`src/shared/ext_irq_pkg.sv`:
```
// Overview of operation
// - Group 3 change sets flag bit 7
// - Group 2 change sets flag bit 6
// - Group 1 change sets flag bit 5
// - Group 0 change sets flag bit 4
// - External input event sets flag bit 0
// - Request needs global and source enable
// - Vector acceptance clears its flag
// - Writing one clears flag, zero ignored
// - Low-level sense holds flag at zero
// - Small variant reads group 3,2 flags zero
// - Group 3 mask bits 6:0 gate pins
// - Group 2 mask at 0x6D
// - Group 1 mask at 0x6C
// - Group 0 mask at 0x6B
// - Cleared mask bit blocks its pin
// - Group 3,2 masks only in large variant
// - Sense 00 low,01 change,10 fall,11 rise
// - Pulse over one clock always registers
// - Pins raise requests even as outputs
package ext_irq_pkg;
  localparam logic [7:0] mask_group0_addr = 8'h6B;
  localparam logic [7:0] mask_group1_addr = 8'h6C;
  localparam logic [7:0] mask_group2_addr = 8'h6D;
  localparam logic [7:0] mask_group3_addr = 8'h6E;
  localparam logic [7:0] flags_addr = 8'h6F;
  localparam logic [7:0] enable_addr = 8'h70;
  localparam logic [7:0] sense_addr = 8'h71;
  localparam int flag_ext0_bit = 0;
  localparam int group_flag_base = 4;
  localparam logic [7:0] reg_reset = 8'h00;
  localparam logic [7:0] group3_mask_valid = 8'h7F;
  localparam logic [7:0] large_flag_valid = 8'hF1;
  localparam logic [7:0] small_flag_valid = 8'h31;
  typedef enum logic [1:0] {
    sense_low = 2'b00,
    sense_change = 2'b01,
    sense_fall = 2'b10,
    sense_rise = 2'b11
  } sense_type;
  typedef struct packed {
    logic [7:0] addr;
    logic [7:0] wdata;
    logic wr;
    logic rd;
  } bus_req_type;
endpackage

```
`src/verilog/ext_pin_change_irq_flags.sv`:
```
// The implementer's own choice: the address-and-strobe port.
`timescale 1ns/1ps
module ext_pin_change_irq_flags #(
  parameter bit large_variant = 1'b1
) (
  input wire logic clk,
  input wire logic rstn,
  input wire ext_irq_pkg::bus_req_type bus_req,
  output logic [7:0] rdata,
  input wire logic [30:0] change_sense_pins,
  input wire logic ext_irq0_input,
  input wire logic global_irq_enable,
  input wire logic [4:0] vector_ack,
  output logic [4:0] irq_request
);
  // ----------------------------------------
  // Pin synchronisers
  // ----------------------------------------
  logic [31:0] meta_q;
  logic [31:0] sync_q;
  logic [31:0] prev_q;
  always_ff @(posedge clk) begin
    if (!rstn) begin
      meta_q <= 32'h0000_0000;
      sync_q <= 32'h0000_0000;
      prev_q <= 32'h0000_0000;
    end else begin
      meta_q <= {ext_irq0_input, change_sense_pins};
      sync_q <= meta_q;
      prev_q <= sync_q;
    end
  end

  // ----------------------------------------
  // Registers
  // ----------------------------------------
  logic [7:0] mask_q [4];
  logic [7:0] enable_q;
  ext_irq_pkg::sense_type sense_q;
  logic [7:0] flags_q;
  logic wr_mask [4];
  always_comb begin
    wr_mask[0] = bus_req.wr && bus_req.addr == ext_irq_pkg::mask_group0_addr;
    wr_mask[1] = bus_req.wr && bus_req.addr == ext_irq_pkg::mask_group1_addr;
    wr_mask[2] = bus_req.wr && large_variant
      && bus_req.addr == ext_irq_pkg::mask_group2_addr;
    wr_mask[3] = bus_req.wr && large_variant
      && bus_req.addr == ext_irq_pkg::mask_group3_addr;
  end
  always_ff @(posedge clk) begin
    if (!rstn) begin
      for (int g = 0; g < 4; g++) begin
        mask_q[g] <= ext_irq_pkg::reg_reset;
      end
    end else begin
      for (int g = 0; g < 4; g++) begin
        if (wr_mask[g]) begin
          mask_q[g] <= (g == 3) ? (bus_req.wdata & ext_irq_pkg::group3_mask_valid)
                                : bus_req.wdata;
        end
      end
    end
  end
  logic [7:0] enable_valid;
  assign enable_valid = large_variant ? ext_irq_pkg::large_flag_valid
                                      : ext_irq_pkg::small_flag_valid;
  always_ff @(posedge clk) begin
    if (!rstn) begin
      enable_q <= ext_irq_pkg::reg_reset;
      sense_q <= ext_irq_pkg::sense_low;
    end else begin
      if (bus_req.wr && bus_req.addr == ext_irq_pkg::enable_addr) begin
        enable_q <= bus_req.wdata & enable_valid;
      end
      if (bus_req.wr && bus_req.addr == ext_irq_pkg::sense_addr) begin
        sense_q <= ext_irq_pkg::sense_type'(bus_req.wdata[1:0]);
      end
    end
  end

  // ----------------------------------------
  // Event detection
  // ----------------------------------------
  logic [7:0] set_ev;
  logic [30:0] changed;
  logic [31:0] changed_all;
  logic [3:0] group_hit;
  logic ext_now;
  logic ext_was;
  assign changed = sync_q[30:0] ^ prev_q[30:0];
  // Pad to four full groups; the group 3 mask top bit is held at zero
  assign changed_all = {1'b0, changed};
  always_comb begin
    for (int g = 0; g < 4; g++) begin
      group_hit[g] = |(changed_all[g*8 +: 8] & mask_q[g]);
    end
  end
  assign ext_now = sync_q[31];
  assign ext_was = prev_q[31];
  always_comb begin
    set_ev = 8'h00;
    for (int g = 0; g < 4; g++) begin
      // A masked pin never contributes, enable or not
      set_ev[ext_irq_pkg::group_flag_base + g] = enable_q[ext_irq_pkg::group_flag_base + g]
        && group_hit[g];
    end
    unique case (sense_q)
      ext_irq_pkg::sense_change: set_ev[ext_irq_pkg::flag_ext0_bit] = ext_now ^ ext_was;
      ext_irq_pkg::sense_fall: set_ev[ext_irq_pkg::flag_ext0_bit] = ext_was && !ext_now;
      ext_irq_pkg::sense_rise: set_ev[ext_irq_pkg::flag_ext0_bit] = !ext_was && ext_now;
      ext_irq_pkg::sense_low: set_ev[ext_irq_pkg::flag_ext0_bit] = 1'b0;
    endcase
    set_ev = set_ev & enable_valid;
  end

  // ----------------------------------------
  // Request flags
  // ----------------------------------------
  logic [7:0] clr_ev;
  logic [7:0] flags_d;
  always_comb begin
    clr_ev = {vector_ack[4:1], 3'b000, vector_ack[0]};
    if (bus_req.wr && bus_req.addr == ext_irq_pkg::flags_addr) begin
      clr_ev = clr_ev | bus_req.wdata;
    end
    // Set wins so an event in the clear cycle survives
    flags_d = (flags_q & ~clr_ev) | set_ev;
    if (sense_q == ext_irq_pkg::sense_low) begin
      flags_d[ext_irq_pkg::flag_ext0_bit] = 1'b0;
    end
  end
  always_ff @(posedge clk) begin
    if (!rstn) begin
      flags_q <= ext_irq_pkg::reg_reset;
    end else begin
      flags_q <= flags_d;
    end
  end

  // Level sense raises a live request while the pin is low
  logic low_req;
  assign low_req = sense_q == ext_irq_pkg::sense_low && !ext_now;
  always_comb begin
    irq_request[0] = global_irq_enable && enable_q[0] && (flags_q[0] || low_req);
    irq_request[4:1] = {4{global_irq_enable}} & enable_q[7:4] & flags_q[7:4];
  end

  // ----------------------------------------
  // Read port
  // ----------------------------------------
  always_ff @(posedge clk) begin
    if (!rstn) begin
      rdata <= 8'h00;
    end else if (bus_req.rd) begin
      unique case (bus_req.addr)
        ext_irq_pkg::mask_group0_addr: rdata <= mask_q[0];
        ext_irq_pkg::mask_group1_addr: rdata <= mask_q[1];
        ext_irq_pkg::mask_group2_addr: rdata <= large_variant ? mask_q[2] : 8'h00;
        ext_irq_pkg::mask_group3_addr: rdata <= large_variant ? mask_q[3] : 8'h00;
        ext_irq_pkg::flags_addr: rdata <= flags_q & enable_valid;
        ext_irq_pkg::enable_addr: rdata <= enable_q;
        ext_irq_pkg::sense_addr: rdata <= {6'b00_0000, sense_q};
        default: rdata <= 8'h00;
      endcase
    end else begin
      rdata <= 8'h00;
    end
  end
endmodule

```
`config.mk`:
```
export PLATFORM = sky130hd
export DESIGN_NAME = ext_pin_change_irq_flags
export DESIGN_NICKNAME = d
export VERILOG_FILES = /design/src/shared/ext_irq_pkg.sv /design/src/verilog/ext_pin_change_irq_flags.sv
export SDC_FILE = /design/constraint.sdc
export NUM_CORES = 1
export LEC_CHECK = 0
export BUFFER_PORTS_ARGS = -buffer_cell sky130_fd_sc_hd__buf_2
export CAP_MARGIN = 40
export CELL_PAD_IN_SITES_DETAIL_PLACEMENT = 2
export CELL_PAD_IN_SITES_GLOBAL_PLACEMENT = 2
export CORE_AREA = 5 5 133 135
export DETAILED_ROUTE_END_ITERATION = 10
export DIE_AREA = 0 0 138 140
export PLACE_DENSITY = 0.85
export SYNTH_ARGS = -nofsm -noshare
export SYNTH_HDL_FRONTEND = slang
export SYNTH_SLANG_ARGS = --single-unit
```
`constraint.sdc`:
```
create_clock -name clk -period 2.42 [get_ports clk]
set_input_delay 0.363 -clock clk [delete_from_list [all_inputs] [get_ports clk]]
set_output_delay 0.363 -clock clk [all_outputs]
set_load 0.01 [all_outputs]
```
==> insert_results.sql, run 1 <==
INSERT INTO impl_metrics (metric_group, metric, value, unit) VALUES
('logic_synthesis', 'synth_top_area_cell', 'dfxtp_1', ''),
('final_layout', 'finish.net_count', '610', ''),
('grt', 'grt_start_max_net_pins', '119', ''),
('critical_path', 'worstPathArrival', '1.45', 'ns'),
('logic_synthesis', 'top_cell_types_by_occurrence_after_synthesis', '128 x and2_1, 116 x dfxtp_1, 31 x edfxtp_1, 31 x xor2_1, 17 x nand2_1', ''),
('grt', 'wire_length_of_the_first_global_routing_pass', '23130', 'µm'),
('critical_path', 'critPathMaxFanout', '6', ''),
('drt', 'route.detailed.drc', '0', ''),
('drt', 'viasPerCell', '4.765', ''),
('drt', 'detailedRoute.firstPassIterationCount', '4', ''),
('final_layout', 'postLayoutCoreUtil', '40.48', '%'),
('placed_design', 'placed_area', '6021', 'µm²'),
('final_layout', 'post-route-cell-area', '6618', 'µm²'),
('critical_path', 'ff2ff_path_depth', '4', ''),
('final_layout', 'post_route_cells_drive_above_1_share', '21.53', '%'),
('critical_path', 'cp-startpoint', 'sense_q[1]$_SDFFE_PN0P_', ''),
('drt', 'ant_nets', '0', ''),
('floorplanning', 'die_height', '140', 'µm'),
('sta', 'pins_over_their_slew_limit', '0', ''),
('placed_design', 'port_buffers', '70', ''),
('critical_path', 'crit_required', '2.06', 'ns'),
('clocking', 'worstSkewPairLatency', '0.42', 'ns'),
('drt', 'routed_wirelength', '14610', 'µm'),
('flow_run', 'maxCapViolations', '0', ''),
('sta', 'worst_slack', '0.6109', 'ns'),
('clocking', 'cts.repair_timing.setup_buffer_count', '0', ''),
('grt', 'grt_usage', '15.60', '%'),
('pwr', 'vdd_ir_drop_max', '0.0005256', 'V'),
('grt', 'overflow_left_after_global_routing', '0', ''),
('clocking', 'clock_path_buffers', '2', ''),
('logic_synthesis', 'netlist.area_leader.share', '42.95', '%'),
('sta', 'post-route-period-util', '74.76', '%'),
('logic_synthesis', 'syn-num-nets', '532', ''),
('critical_path', 'path_class', 'reg -> out', ''),
('clocking', 'htree_num_levels', '4', ''),
('critical_path', 'timing.critical_path.cells', 'or3_1, a21oi_1, buf_2', ''),
('floorplanning', 'initial_core_util', '33.07', '%'),
('grt', 'initial_antenna_violation_count', '1', ''),
('logic_synthesis', 'largest_cells_by_area_after_synthesis', 'dfxtp_1 43%, edfxtp_1 17%, and2_1 15%', ''),
('clocking', 'clock_sinks', '147', ''),
('logic_synthesis', 'synth_edf_count', '31', ''),
('floorplanning', 'die_width', '138', 'µm'),
('placed_design', 'routabilityCongestion', '0.8536', ''),
('logic_synthesis', 'dominantRegCellSynth', 'dfxtp_1', ''),
('logic_synthesis', 'postSynthRegisterBits', '147', ''),
('critical_path', 'endpoint_kind', 'primary output', ''),
('sta', 'finalSetupViolations', '0', ''),
('logic_synthesis', 'proportion_of_synthesized_flip_flops_having_asynchronous_set_or_reset', '0', '%'),
('sta', 'finalWorstPathRequiredPeriod', '1.809', 'ns'),
('placed_design', 'preCtsSetupSlack', '0.2664', 'ns'),
('final_layout', 'antenna_cells', '0', ''),
('floorplanning', 'row_count', '47', ''),
('placed_design', 'place.detailed.hpwl', '10370', 'µm'),
('floorplanning', 'floorplan.core_area', '16350', 'µm²'),
('sta', 'max_clock_freq', '552.8', 'MHz'),
('worst_hold_path', 'hold_start', 'change_sense_pins[8]', ''),
('final_layout', 'filler_cell_count', '1734', ''),
('critical_path', 'maximum_single_stage_delay_on_the_critical_path', '0.37', 'ns'),
('sta', 'skew', '0.005571', 'ns'),
('clocking', 'cts_root_buf', 'clkbuf_16', ''),
('floorplanning', 'floorplan_die_area', '19320', 'µm²'),
('logic_synthesis', 'yosys.cell_types.count', '42', ''),
('status', 'run_status', 'completed', ''),
('sta', 'slew_at_the_pin_with_the_worst_max_slew_slack', '0.8360', 'ns'),
('drt', 'route.detailed.wl_per_inst', '18.69', 'µm'),
('logic_synthesis', 'synthCells', '472', ''),
('grt', 'first_global_vias', '4230', ''),
('critical_path', 'r2r-start', 'prev_q[30]$_SDFF_PN0_', ''),
('floorplanning', 'ioPinCount', '71', ''),
('worst_hold_path', 'worst_hold_path.num_cells', '2', ''),
('clocking', 'number_of_buffers_inserted_by_hold_repair_at_cts', '0', '');
worst max-delay path: cells and delay by family (launching register included):
kind / cells / cell delay, ns
AO/OA/AOI/OAI: 1 / 0.15
flip-flops: 1 / 0.36
buffers and inverters: 1 / 0.15
AND/OR/NAND/NOR: 1 / 0.37
area by class of cell:
class                   count  area, µm²  share of cell area, %
flip-flops and latches    147       3253                  49.16
multi-input cells         298       2032                  30.71
repair buffers             80      437.9                  6.618
inverters                   6      22.52                 0.3403
well taps                 220      275.3                  4.160
clock buffers              22      495.5                  7.487
clock inverters             9      101.3                  1.531
kinds of logic after synthesis:
| group | share of synthesized area, % |
|---|---|
| simple gates | 21.55 |
| compound gates | 6.295 |
| fa+ha+maj | 0.4628 |
| buf+inv | 2.245 |
| xor+xnor | 5.022 |
| flops | 60.17 |
| mux | 4.258 |
metrics by stage:
stage | total power, mW | std cells | hold WS, ns
2_1_floorplan | 2.826 | 472 | 0.4119
3_3_place_gp | 2.943 | 751 | 0.4166
3_5_place_dp | 2.964 | 751 | 0.4222
4_1_cts | 5.602 | 782 | 0.1321
5_1_grt | 5.745 | 782 | 0.1334
6_report | 5.534 | 782 | 0.1501
sequential cells by signal, summed over array words and instances, names as in the netlist:
| register | count |
|---|---|
| enable_q | 5 |
| flags_q | 5 |
| mask_q | 31 |
| meta_q | 32 |
| prev_q | 32 |
| rdata | 8 |
| sense_q | 2 |
| sync_q | 32 |
power by group:
group | switching [mW] | internal, mW
registers | 0.0517 | 2.59
clock network | 0.975 | 1.65
logic | 0.145 | 0.122
routing by layer:
layer / up-vias / part of all wire [%] / global-route usage, %
met1: 1823 / 41 / 18.02
li1: 1749 / - / -
met3: 35 / 5.5 / 4.601
met5: - / 0.089 / 0
met2: 117 / 51 / 26.98
met4: 2 / 2.8 / 6.708
placed cells by master (no fill, tap or decap), types with 10 or more instances in the layout:
| master | synthesis | final |
|---|---|---|
| clkbuf_16 | 0 | 18 |
| xor2_1 | 31 | 31 |
| nor2_1 | 10 | 10 |
| edfxtp_1 | 31 | 31 |
| nand2_1 | 17 | 17 |
| and2_1 | 128 | 128 |
| dfxtp_1 | 116 | 116 |
| a21oi_1 | 10 | 10 |
| buf_2 | 4 | 70 |
| a22oi_1 | 14 | 14 |
| mux2i_1 | 14 | 14 |
path summary, 6_finish.rpt:
kind	endpoint	slack, ns
worst max register to register	flags_q[7]$_SDFF_PN0_	0.96
worst min-delay path	meta_q[8]$_SDFF_PN0_	0.15
worst max-delay path	irq_request[0]	0.61
worst min register to register	sync_q[1]$_SDFF_PN0_	0.43
Power figures use the tool's default switching activity.
==> inputs of run 2 (changes only) <==
Settings changed: ABC_AREA set to 1, CORE_AREA 5 5 133 135 to 5 5 147 149, DIE_AREA 0 0 138 140 to 0 0 152 154.
Clock period 2.42 ns to 1.6 ns, I/O delays scaled along.
==> run 2 against run 1 <==
  * Global-route usage grew 0.19 points
  * Critical path depth grew 1
  * Worst setup slack lost 0.54 ns
  * Combinational power grew 87%
  * Count of clock-buffer cells in the layout shrank 2
  * Sequential share of layout area shrank 5.4 points
  * Via count grew 35%
  * Synthesized cell count grew 63%
  * Wire length grew 22%
  * Register-to-register slack lost 0.63 ns
  * Die area grew 21%
  * Critical endpoint unchanged
==> insert_results.sql, run 2 <==
INSERT INTO impl_metrics (metric_group, metric, value, unit) VALUES
('final_layout', 'finish.net_count', '940', ''),
('logic_synthesis', 'yosys.cell_types.count', '28', ''),
('clocking', 'htree_num_levels', '4', ''),
('final_layout', 'fin_cells', '1163', ''),
('pwr', 'clkPwrFrac', '46.8', '%'),
('drt', 'routed_wirelength', '17900', 'µm'),
('logic_synthesis', 'top_cell_types_by_occurrence_after_synthesis', '220 x nand2_1, 187 x inv_1, 116 x dfxtp_1', ''),
('pwr', 'netSwitchingPower', '2.032', 'mW'),
('clocking', 'clock_path_buffers', '2', ''),
('worst_hold_path', 'worst_hold_path.num_cells', '3', ''),
('sta', 'finalSetupViolations', '0', ''),
('drt', 'detailedRoute.firstPassIterationCount', '4', ''),
('critical_path', 'critical_path.reg2reg.endpoint', 'flags_q[0]$_SDFF_PP0_', ''),
('pwr', 'p_per_area', '1140', 'nW/µm²'),
('floorplanning', 'floorplan_die_area', '23410', 'µm²'),
('placed_design', 'placed_cells_incl_taps', '1109', ''),
('final_layout', 'postLayoutCoreUtil', '37.13', '%'),
('sta', 'report.final.hold_viol_count', '0', ''),
('drt', 'viasPerCell', '4.311', ''),
('clocking', 'worstSkewPairLatency', '0.43', 'ns'),
('logic_synthesis', 'proportion_of_synthesized_flip_flops_having_asynchronous_set_or_reset', '0', '%'),
('final_layout', 'post-route-cell-area', '7440', 'µm²'),
('logic_synthesis', 'dominantRegCellSynth', 'dfxtp_1', ''),
('drt', 'route.detailed.drc', '0', ''),
('floorplanning', 'ioPinCount', '71', ''),
('final_layout', 'area_taken_by_multi_input_logic_gates', '1833', 'µm²'),
('clocking', 'clk_pin_slew', '0.07', 'ns'),
('pwr', 'switching_share', '23.96', '%'),
('logic_synthesis', 'largest_cells_by_area_after_synthesis', 'dfxtp_1 39%, edfxtp_1 16%, nand2_1 14%', ''),
('floorplanning', 'die_width', '152', 'µm'),
('floorplanning', 'initial_core_util', '29.36', '%'),
('final_layout', 'final_common_cell', 'nand2_1', ''),
('sta', 'finalWorstPathRequiredPeriod', '1.530', 'ns'),
('placed_design', 'routabilityCongestion', '0.8127', ''),
('floorplanning', 'row_count', '52', ''),
('clocking', 'cts-buffers-inserted', '17', ''),
('sta', 'post-route-period-util', '95.61', '%'),
('critical_path', 'cp_slowest_cell', 'dfxtp_1', ''),
('placed_design', 'preCtsSetupSlack', '-0.00008094', 'ns'),
('drt', 'dr_total_vias', '5014', ''),
('placed_design', 'place.detailed.hpwl', '13230', 'µm'),
('final_layout', 'final_cell_mix', '220 x nand2_1, 186 x inv_1, 114 x dfxtp_1, 70 x nor2_1, 70 x nand3_1', ''),
('sta', 'slew_at_the_pin_with_the_worst_max_slew_slack', '0.3916', 'ns'),
('logic_synthesis', 'synth_edf_count', '31', ''),
('sta', 'pins_over_their_slew_limit', '0', ''),
('critical_path', 'path_class', 'reg -> out', ''),
('sta', 'timing.max_slew.rel_slack', '73.89', '%'),
('pwr', 'pwr-share-seq', '47.3', '%'),
('pwr', 'total_internal_power', '6.450', 'mW'),
('logic_synthesis', 'netlist.area_leader.share', '39.47', '%'),
('logic_synthesis', 'syn-num-nets', '828', ''),
('status', 'run_status', 'completed', ''),
('final_layout', 'largest_registers', 'meta_q: 32 flops, prev_q: 32 flops, sync_q: 32 flops', ''),
('final_layout', 'post_route_cells_drive_above_1_share', '15.90', '%'),
('critical_path', 'ff2ff_setup_slack', '0.33', 'ns'),
('floorplanning', 'die_height', '154', 'µm'),
('drt', 'route.detailed.wl_per_inst', '15.39', 'µm'),
('sta', 'skew', '0.01320', 'ns'),
('logic_synthesis', 'synth_warnings', '0', ''),
('floorplanning', 'floorplan.core_area', '20040', 'µm²'),
('grt', 'wire_length_of_the_first_global_routing_pass', '29410', 'µm'),
('logic_synthesis', 'synthCells', '768', ''),
('placed_design', 'placed_area', '6625', 'µm²'),
('final_layout', 'area.sequential', '3256', 'µm²'),
('logic_synthesis', 'postSynthRegisterBits', '147', ''),
('logic_synthesis', 'post-synth-top-count-cell', 'nand2_1', ''),
('critical_path', 'endpoint_kind', 'primary output', ''),
('critical_path', 'critPathMaxFanout', '4', ''),
('logic_synthesis', 'synth.cell_area', '5883', 'µm²'),
('logic_synthesis', 'syn-mean-instance-area', '7.660', 'µm²'),
('placed_design', 'port_buffers', '70', ''),
('critical_path', 'worstPathArrival', '1.29', 'ns'),
('final_layout', 'synthToLayoutAreaGrowth', '26.46', '%'),
('drt', 'drt_first_iter_violations', '198', ''),
('sta', 'unrepaired_setup_endpoints_after_global_routing', 'false', ''),
('sta', 'worst_slack', '0.07023', 'ns'),
('drt', 'ant_nets', '0', ''),
('critical_path', 'maximum_single_stage_delay_on_the_critical_path', '0.39', 'ns'),
('worst_hold_path', 'hold_crit_path_type', 'in -> reg', ''),
('worst_hold_path', 'hold_start', 'change_sense_pins[1]', ''),
('flow_run', 'maxCapViolations', '0', ''),
('critical_path', 'crit_path_start_kind', 'flop', ''),
('critical_path', 'crit_required', '1.36', 'ns'),
('critical_path', 'crit_end', 'irq_request[0]', ''),
('grt', 'grt_start_max_net_pins', '38', ''),
('final_layout', 'antenna_cells', '0', ''),
('sta', 'max_clock_freq', '653.7', 'MHz'),
('logic_synthesis', 'ys_seq_area_share', '55.30', '%'),
('logic_synthesis', 'synth_top_area_cell', 'dfxtp_1', ''),
('grt', 'first_global_vias', '5666', ''),
('grt', 'grt_usage', '15.80', '%'),
('critical_path', 'cp-startpoint', 'sense_q[1]$_SDFFE_PN0P_', ''),
('pwr', 'vdd_ir_drop_max', '0.0006968', 'V'),
('clocking', 'clock_tree_from_tritoncts', 'built', ''),
('grt', 'overflow_left_after_global_routing', '0', ''),
('sta', 'finalHoldWorstSlack', '0.006859', 'ns'),
('pwr', 'power_leakage', '3.926', 'nW'),
('sta', 'fin_tns_setup', '0', 'ns'),
('final_layout', 'filler_cell_count', '2401', ''),
('critical_path', 'ff2ff_path_depth', '5', ''),
('clocking', 'cts.repair_timing.setup_buffer_count', '0', ''),
('clocking', 'cts_root_buf', 'clkbuf_16', ''),
('critical_path', 'timing.critical_path.cells', 'inv_1, a31oi_1, nor3_1, buf_2', ''),
('pwr', 'power', '8.482', 'mW'),
('clocking', 'clock_sinks', '147', ''),
('critical_path', 'r2r-start', 'sync_q[31]$_SDFF_PN0_', ''),
('grt', 'initial_antenna_violation_count', '0', ''),
('pwr', 'share_comb_of_total_power', '5.9', '%');
==> run 2: cell count changes after synthesis, moves of 5 or more <==
cell      before  now
nor2b_1        8    0
nand2_1       17  220
and3_1         5    0
o21ai_0        9   15
a211oi_1       5    0
and2_1       128    0
xor2_1        31    0
mux2i_1       14    0
a22oi_1       14    0
nand3_1        4   70
inv_1          6  187
nor2_1        10   70
==> run 2: worst min-delay path by stage <==
stage / end / slack [ns]
5_1_grt: meta_q[27]$_SDFF_PN0_ / 0.007
6_report: meta_q[1]$_SDFF_PN0_ / 0.007
2_1_floorplan: meta_q[0]$_SDFF_PN0_ / 0.34
3_3_place_gp: sync_q[24]$_SDFF_PN0_ / 0.40
4_1_cts: meta_q[1]$_SDFF_PN0_ / 0.0005
3_5_place_dp: sync_q[3]$_SDFF_PN0_ / 0.41
==> run 2: power groups by stage <==
stage / logic, mW / clock network (mW) / registers [mW]
4_1_cts: 0.508 / 4.06 / 4.01
6_report: 0.500 / 3.97 / 4.01
3_5_place_dp: 0.459 / 0 / 4.09
5_1_grt: 0.569 / 4.23 / 4.02
3_3_place_gp: 0.433 / 0 / 4.08
2_1_floorplan: 0.254 / 0 / 4.05
==> run 2: repair_timing <==
action / 4_1_cts / 5_1_grt
hold buffers: 22 / 0
hold endpoints to repair: 22 / 0
gates cloned: 0 / 0
gates resized for setup: 2 / 1
setup endpoints to repair: 1 / 1
==> run 2: logic make-up after synthesis <==
| kind of cell | synth area share (%) |
|---|---|
| buffers and inverters | 13.55 |
| flip-flops | 55.30 |
| AND/OR/NAND/NOR | 27.80 |
| AO/OA/AOI/OAI | 2.935 |
| adder cells (fa/ha/maj) | 0.4253 |
==> run 2: per-layer routing <==
metal | vias up | wire [µm] | GRT usage [%]
met1 | 2406 | 7801 | 18.27
met4 | 0 | 359 | 5.522
met2 | 93 | 9185 | 28.90
li1 | 2495 | - | -
met5 | - | 0 | 0
met3 | 20 | 553 | 3.316
==> run 2: cell type report <==
class / count / share of cell area (%)
clock buffer: 20 / 6.424
clock inverter: 12 / 1.530
sequential: 147 / 43.76
timing repair buffer: 110 / 9.519
multi-input combinational: 414 / 24.64
tap: 270 / 4.541
inverter: 190 / 9.586
==> run 2: critical path: cells and delay by family (launching register included) <==
family | cells | cell delay [ns]
flip-flops | 1 | 0.39
buffers and inverters | 2 | 0.23
AO/OA/AOI/OAI | 1 | 0.17
AND/OR/NAND/NOR | 1 | 0.06
==> inputs of run 3 (changes only) <==
Settings changed: CORE_AREA 5 5 147 149 to 5 5 112 194, DIE_AREA 0 0 152 154 to 0 0 117 199, PLACE_DENSITY 0.85 to 0.86.
==> run 3 against run 2 <==
  * Wire length is 6.8% higher
  * Via count is 2.9% higher
  * Final cell count is 1.4% lower
  * Non-clock buffer count is 7 higher
  * Clock power hardly changed
  * Maximum frequency is 0.56% higher
  * Core utilization is 0.27 points higher
  * Critical endpoint unchanged
  * Largest power group unchanged
  * Sequential power hardly changed
  * Design area is 0.69% higher
  * Worst setup slack better by 0.0086 ns
  * First-iteration DRC count is 13% lower
==> insert_results.sql, run 3 (same netlist as run 2, synthesis figures left out) <==
INSERT INTO impl_metrics (metric_group, metric, value, unit) VALUES
('status', 'run_status', 'completed', ''),
('pwr', 'netSwitchingPower', '2.073', 'mW'),
('sta', 'finalWorstPathRequiredPeriod', '1.521', 'ns'),
('floorplanning', 'floorplan.core_area', '20030', 'µm²'),
('critical_path', 'crit_path_start_kind', 'flop', ''),
('grt', 'wire_length_of_the_first_global_routing_pass', '30570', 'µm'),
('drt', 'routed_wirelength', '19110', 'µm'),
('clocking', 'clock_tree_from_tritoncts', 'built', ''),
('drt', 'drt_first_iter_violations', '173', ''),
('critical_path', 'path_class', 'reg -> out', ''),
('drt', 'ant_nets', '0', ''),
('drt', 'route.detailed.drc', '0', ''),
('drt', 'viasPerCell', '4.498', ''),
('drt', 'dr_total_vias', '5159', ''),
('clocking', 'clock_sinks', '147', ''),
('sta', 'worst_slack', '0.07879', 'ns'),
('pwr', 'power', '8.509', 'mW'),
('sta', 'max_clock_freq', '657.4', 'MHz'),
('final_layout', 'final_common_cell', 'nand2_1', ''),
('final_layout', 'finish.net_count', '947', ''),
('sta', 'finalSetupViolations', '0', ''),
('critical_path', 'endpoint_kind', 'primary output', ''),
('floorplanning', 'die_width', '117', 'µm'),
('worst_hold_path', 'hold_crit_path_type', 'in -> reg', ''),
('pwr', 'clkPwrFrac', '46.6', '%'),
('clocking', 'cts-buffers-inserted', '17', ''),
('clocking', 'htree_num_levels', '4', ''),
('grt', 'grt_usage', '17.55', '%'),
('sta', 'skew', '0.009480', 'ns'),
('final_layout', 'postLayoutCoreUtil', '37.40', '%'),
('drt', 'route.detailed.wl_per_inst', '16.66', 'µm'),
('floorplanning', 'initial_core_util', '29.37', '%'),
('placed_design', 'placed_area', '6603', 'µm²'),
('placed_design', 'routabilityCongestion', '0.8413', ''),
('pwr', 'share_comb_of_total_power', '6.2', '%'),
('sta', 'finalHoldWorstSlack', '0.008012', 'ns'),
('floorplanning', 'ioPinCount', '71', ''),
('sta', 'report.final.hold_viol_count', '0', ''),
('final_layout', 'synthToLayoutAreaGrowth', '27.33', '%'),
('placed_design', 'place.detailed.hpwl', '13400', 'µm'),
('floorplanning', 'die_height', '199', 'µm'),
('final_layout', 'post-route-cell-area', '7491', 'µm²'),
('critical_path', 'crit_required', '1.36', 'ns'),
('grt', 'grt_start_max_net_pins', '37', ''),
('floorplanning', 'floorplan_die_area', '23280', 'µm²'),
('pwr', 'switching_share', '24.37', '%'),
('pwr', 'pwr-share-seq', '47.2', '%'),
('floorplanning', 'row_count', '69', ''),
('grt', 'overflow_left_after_global_routing', '0', ''),
('clocking', 'clk_pin_slew', '0.06', 'ns'),
('grt', 'initial_antenna_violation_count', '0', ''),
('clocking', 'cts_root_buf', 'clkbuf_16', ''),
('final_layout', 'antenna_cells', '0', ''),
('final_layout', 'final_cell_mix', '220 x nand2_1, 185 x inv_1, 113 x dfxtp_1, 70 x nor2_1, 70 x nand3_1', ''),
('sta', 'slew_at_the_pin_with_the_worst_max_slew_slack', '0.3893', 'ns'),
('placed_design', 'preCtsSetupSlack', '-0.05395', 'ns'),
('placed_design', 'port_buffers', '70', ''),
('clocking', 'clock_path_buffers', '2', ''),
('final_layout', 'largest_registers', 'meta_q: 32 flops, prev_q: 32 flops, sync_q: 32 flops', ''),
('critical_path', 'worstPathArrival', '1.28', 'ns'),
('sta', 'post-route-period-util', '95.08', '%'),
('pwr', 'p_per_area', '1136', 'nW/µm²'),
('grt', 'first_global_vias', '5832', ''),
('flow_run', 'maxCapViolations', '0', ''),
('clocking', 'worstSkewPairLatency', '0.43', 'ns'),
('drt', 'detailedRoute.firstPassIterationCount', '5', ''),
('sta', 'pins_over_their_slew_limit', '0', ''),
('pwr', 'total_internal_power', '6.436', 'mW'),
('critical_path', 'critPathMaxFanout', '3', ''),
('sta', 'timing.max_slew.rel_slack', '74.05', '%'),
('sta', 'unrepaired_setup_endpoints_after_global_routing', 'false', ''),
('pwr', 'power_leakage', '3.952', 'nW'),
('pwr', 'vdd_ir_drop_max', '0.0005080', 'V'),
('final_layout', 'post_route_cells_drive_above_1_share', '15.91', '%');
## run 3: cell type report
class	instances	area (µm²)
Fill cell	2301	12540
Multi-Input combinational cell	414	1839
Tap cell	248	310.3
Sequential cell	147	3257
Inverter	190	713.2
Timing Repair Buffer	117	793.3
Clock inverter	14	152.6
Clock buffer	17	425.4
## run 3: final timing paths
kind | from | endpoint | slack (ns) | cells past startpoint
worst max-delay path | sync_q[31]$_SDFF_PN0_ | irq_request[0] | 0.08 | 4
worst min-delay path | change_sense_pins[27] | meta_q[27]$_SDFF_PN0_ | 0.008 | 3
worst max register to register | sync_q[31]$_SDFF_PN0_ | flags_q[0]$_SDFF_PP0_ | 0.28 | 5
worst min register to register | meta_q[23]$_SDFF_PN0_ | sync_q[23]$_SDFF_PN0_ | 0.41 | 2
## run 3: through the flow
| stage | setup TNS [ns] | cells |
|---|---|---|
| floorplan | -3.384 | 768 |
| global placement | 0 | 1086 |
| detailed placement | -0.4298 | 1086 |
| CTS | 0 | 1147 |
| global route | 0 | 1147 |
| finish | 0 | 1147 |
## run 3: per-layer routing
layer | vias up | track usage (%) | part of all wire, % | wire length [µm]
met5 | - | 0 | 0 | 0
met4 | 0 | 8.333 | 3.7 | 708
met1 | 2498 | 18.09 | 36 | 6933
met3 | 41 | 3.409 | 3.7 | 714
li1 | 2510 | - | - | -
met2 | 110 | 33.02 | 56 | 10750
## run 3: worst max-delay path, cell delays in order (launching register included)
cell	delay [ns]
dfxtp_2	0.37
inv_1	0.08
a31oi_2	0.21
nor3_1	0.06
buf_2	0.14
## run 3: timing repair
item | 4_1_cts | 5_1_grt
buffers inserted | 0 | 0
hold buffers | 30 | 0
hold endpoints to repair | 30 | 0
resized for setup | 4 | 2
endpoints found under the setup margin | 1 | 1
gates cloned | 0 | 0
## run 3: power by group through the flow
| stage | logic (mW) | registers [mW] | clock network (mW) |
|---|---|---|---|
| floorplan | 0.254 | 4.05 | 0 |
| global placement | 0.439 | 4.09 | 0 |
| detailed placement | 0.463 | 4.10 | 0 |
| CTS | 0.532 | 4.02 | 4.06 |
| global route | 0.594 | 4.03 | 4.21 |
| finish | 0.526 | 4.02 | 3.97 |
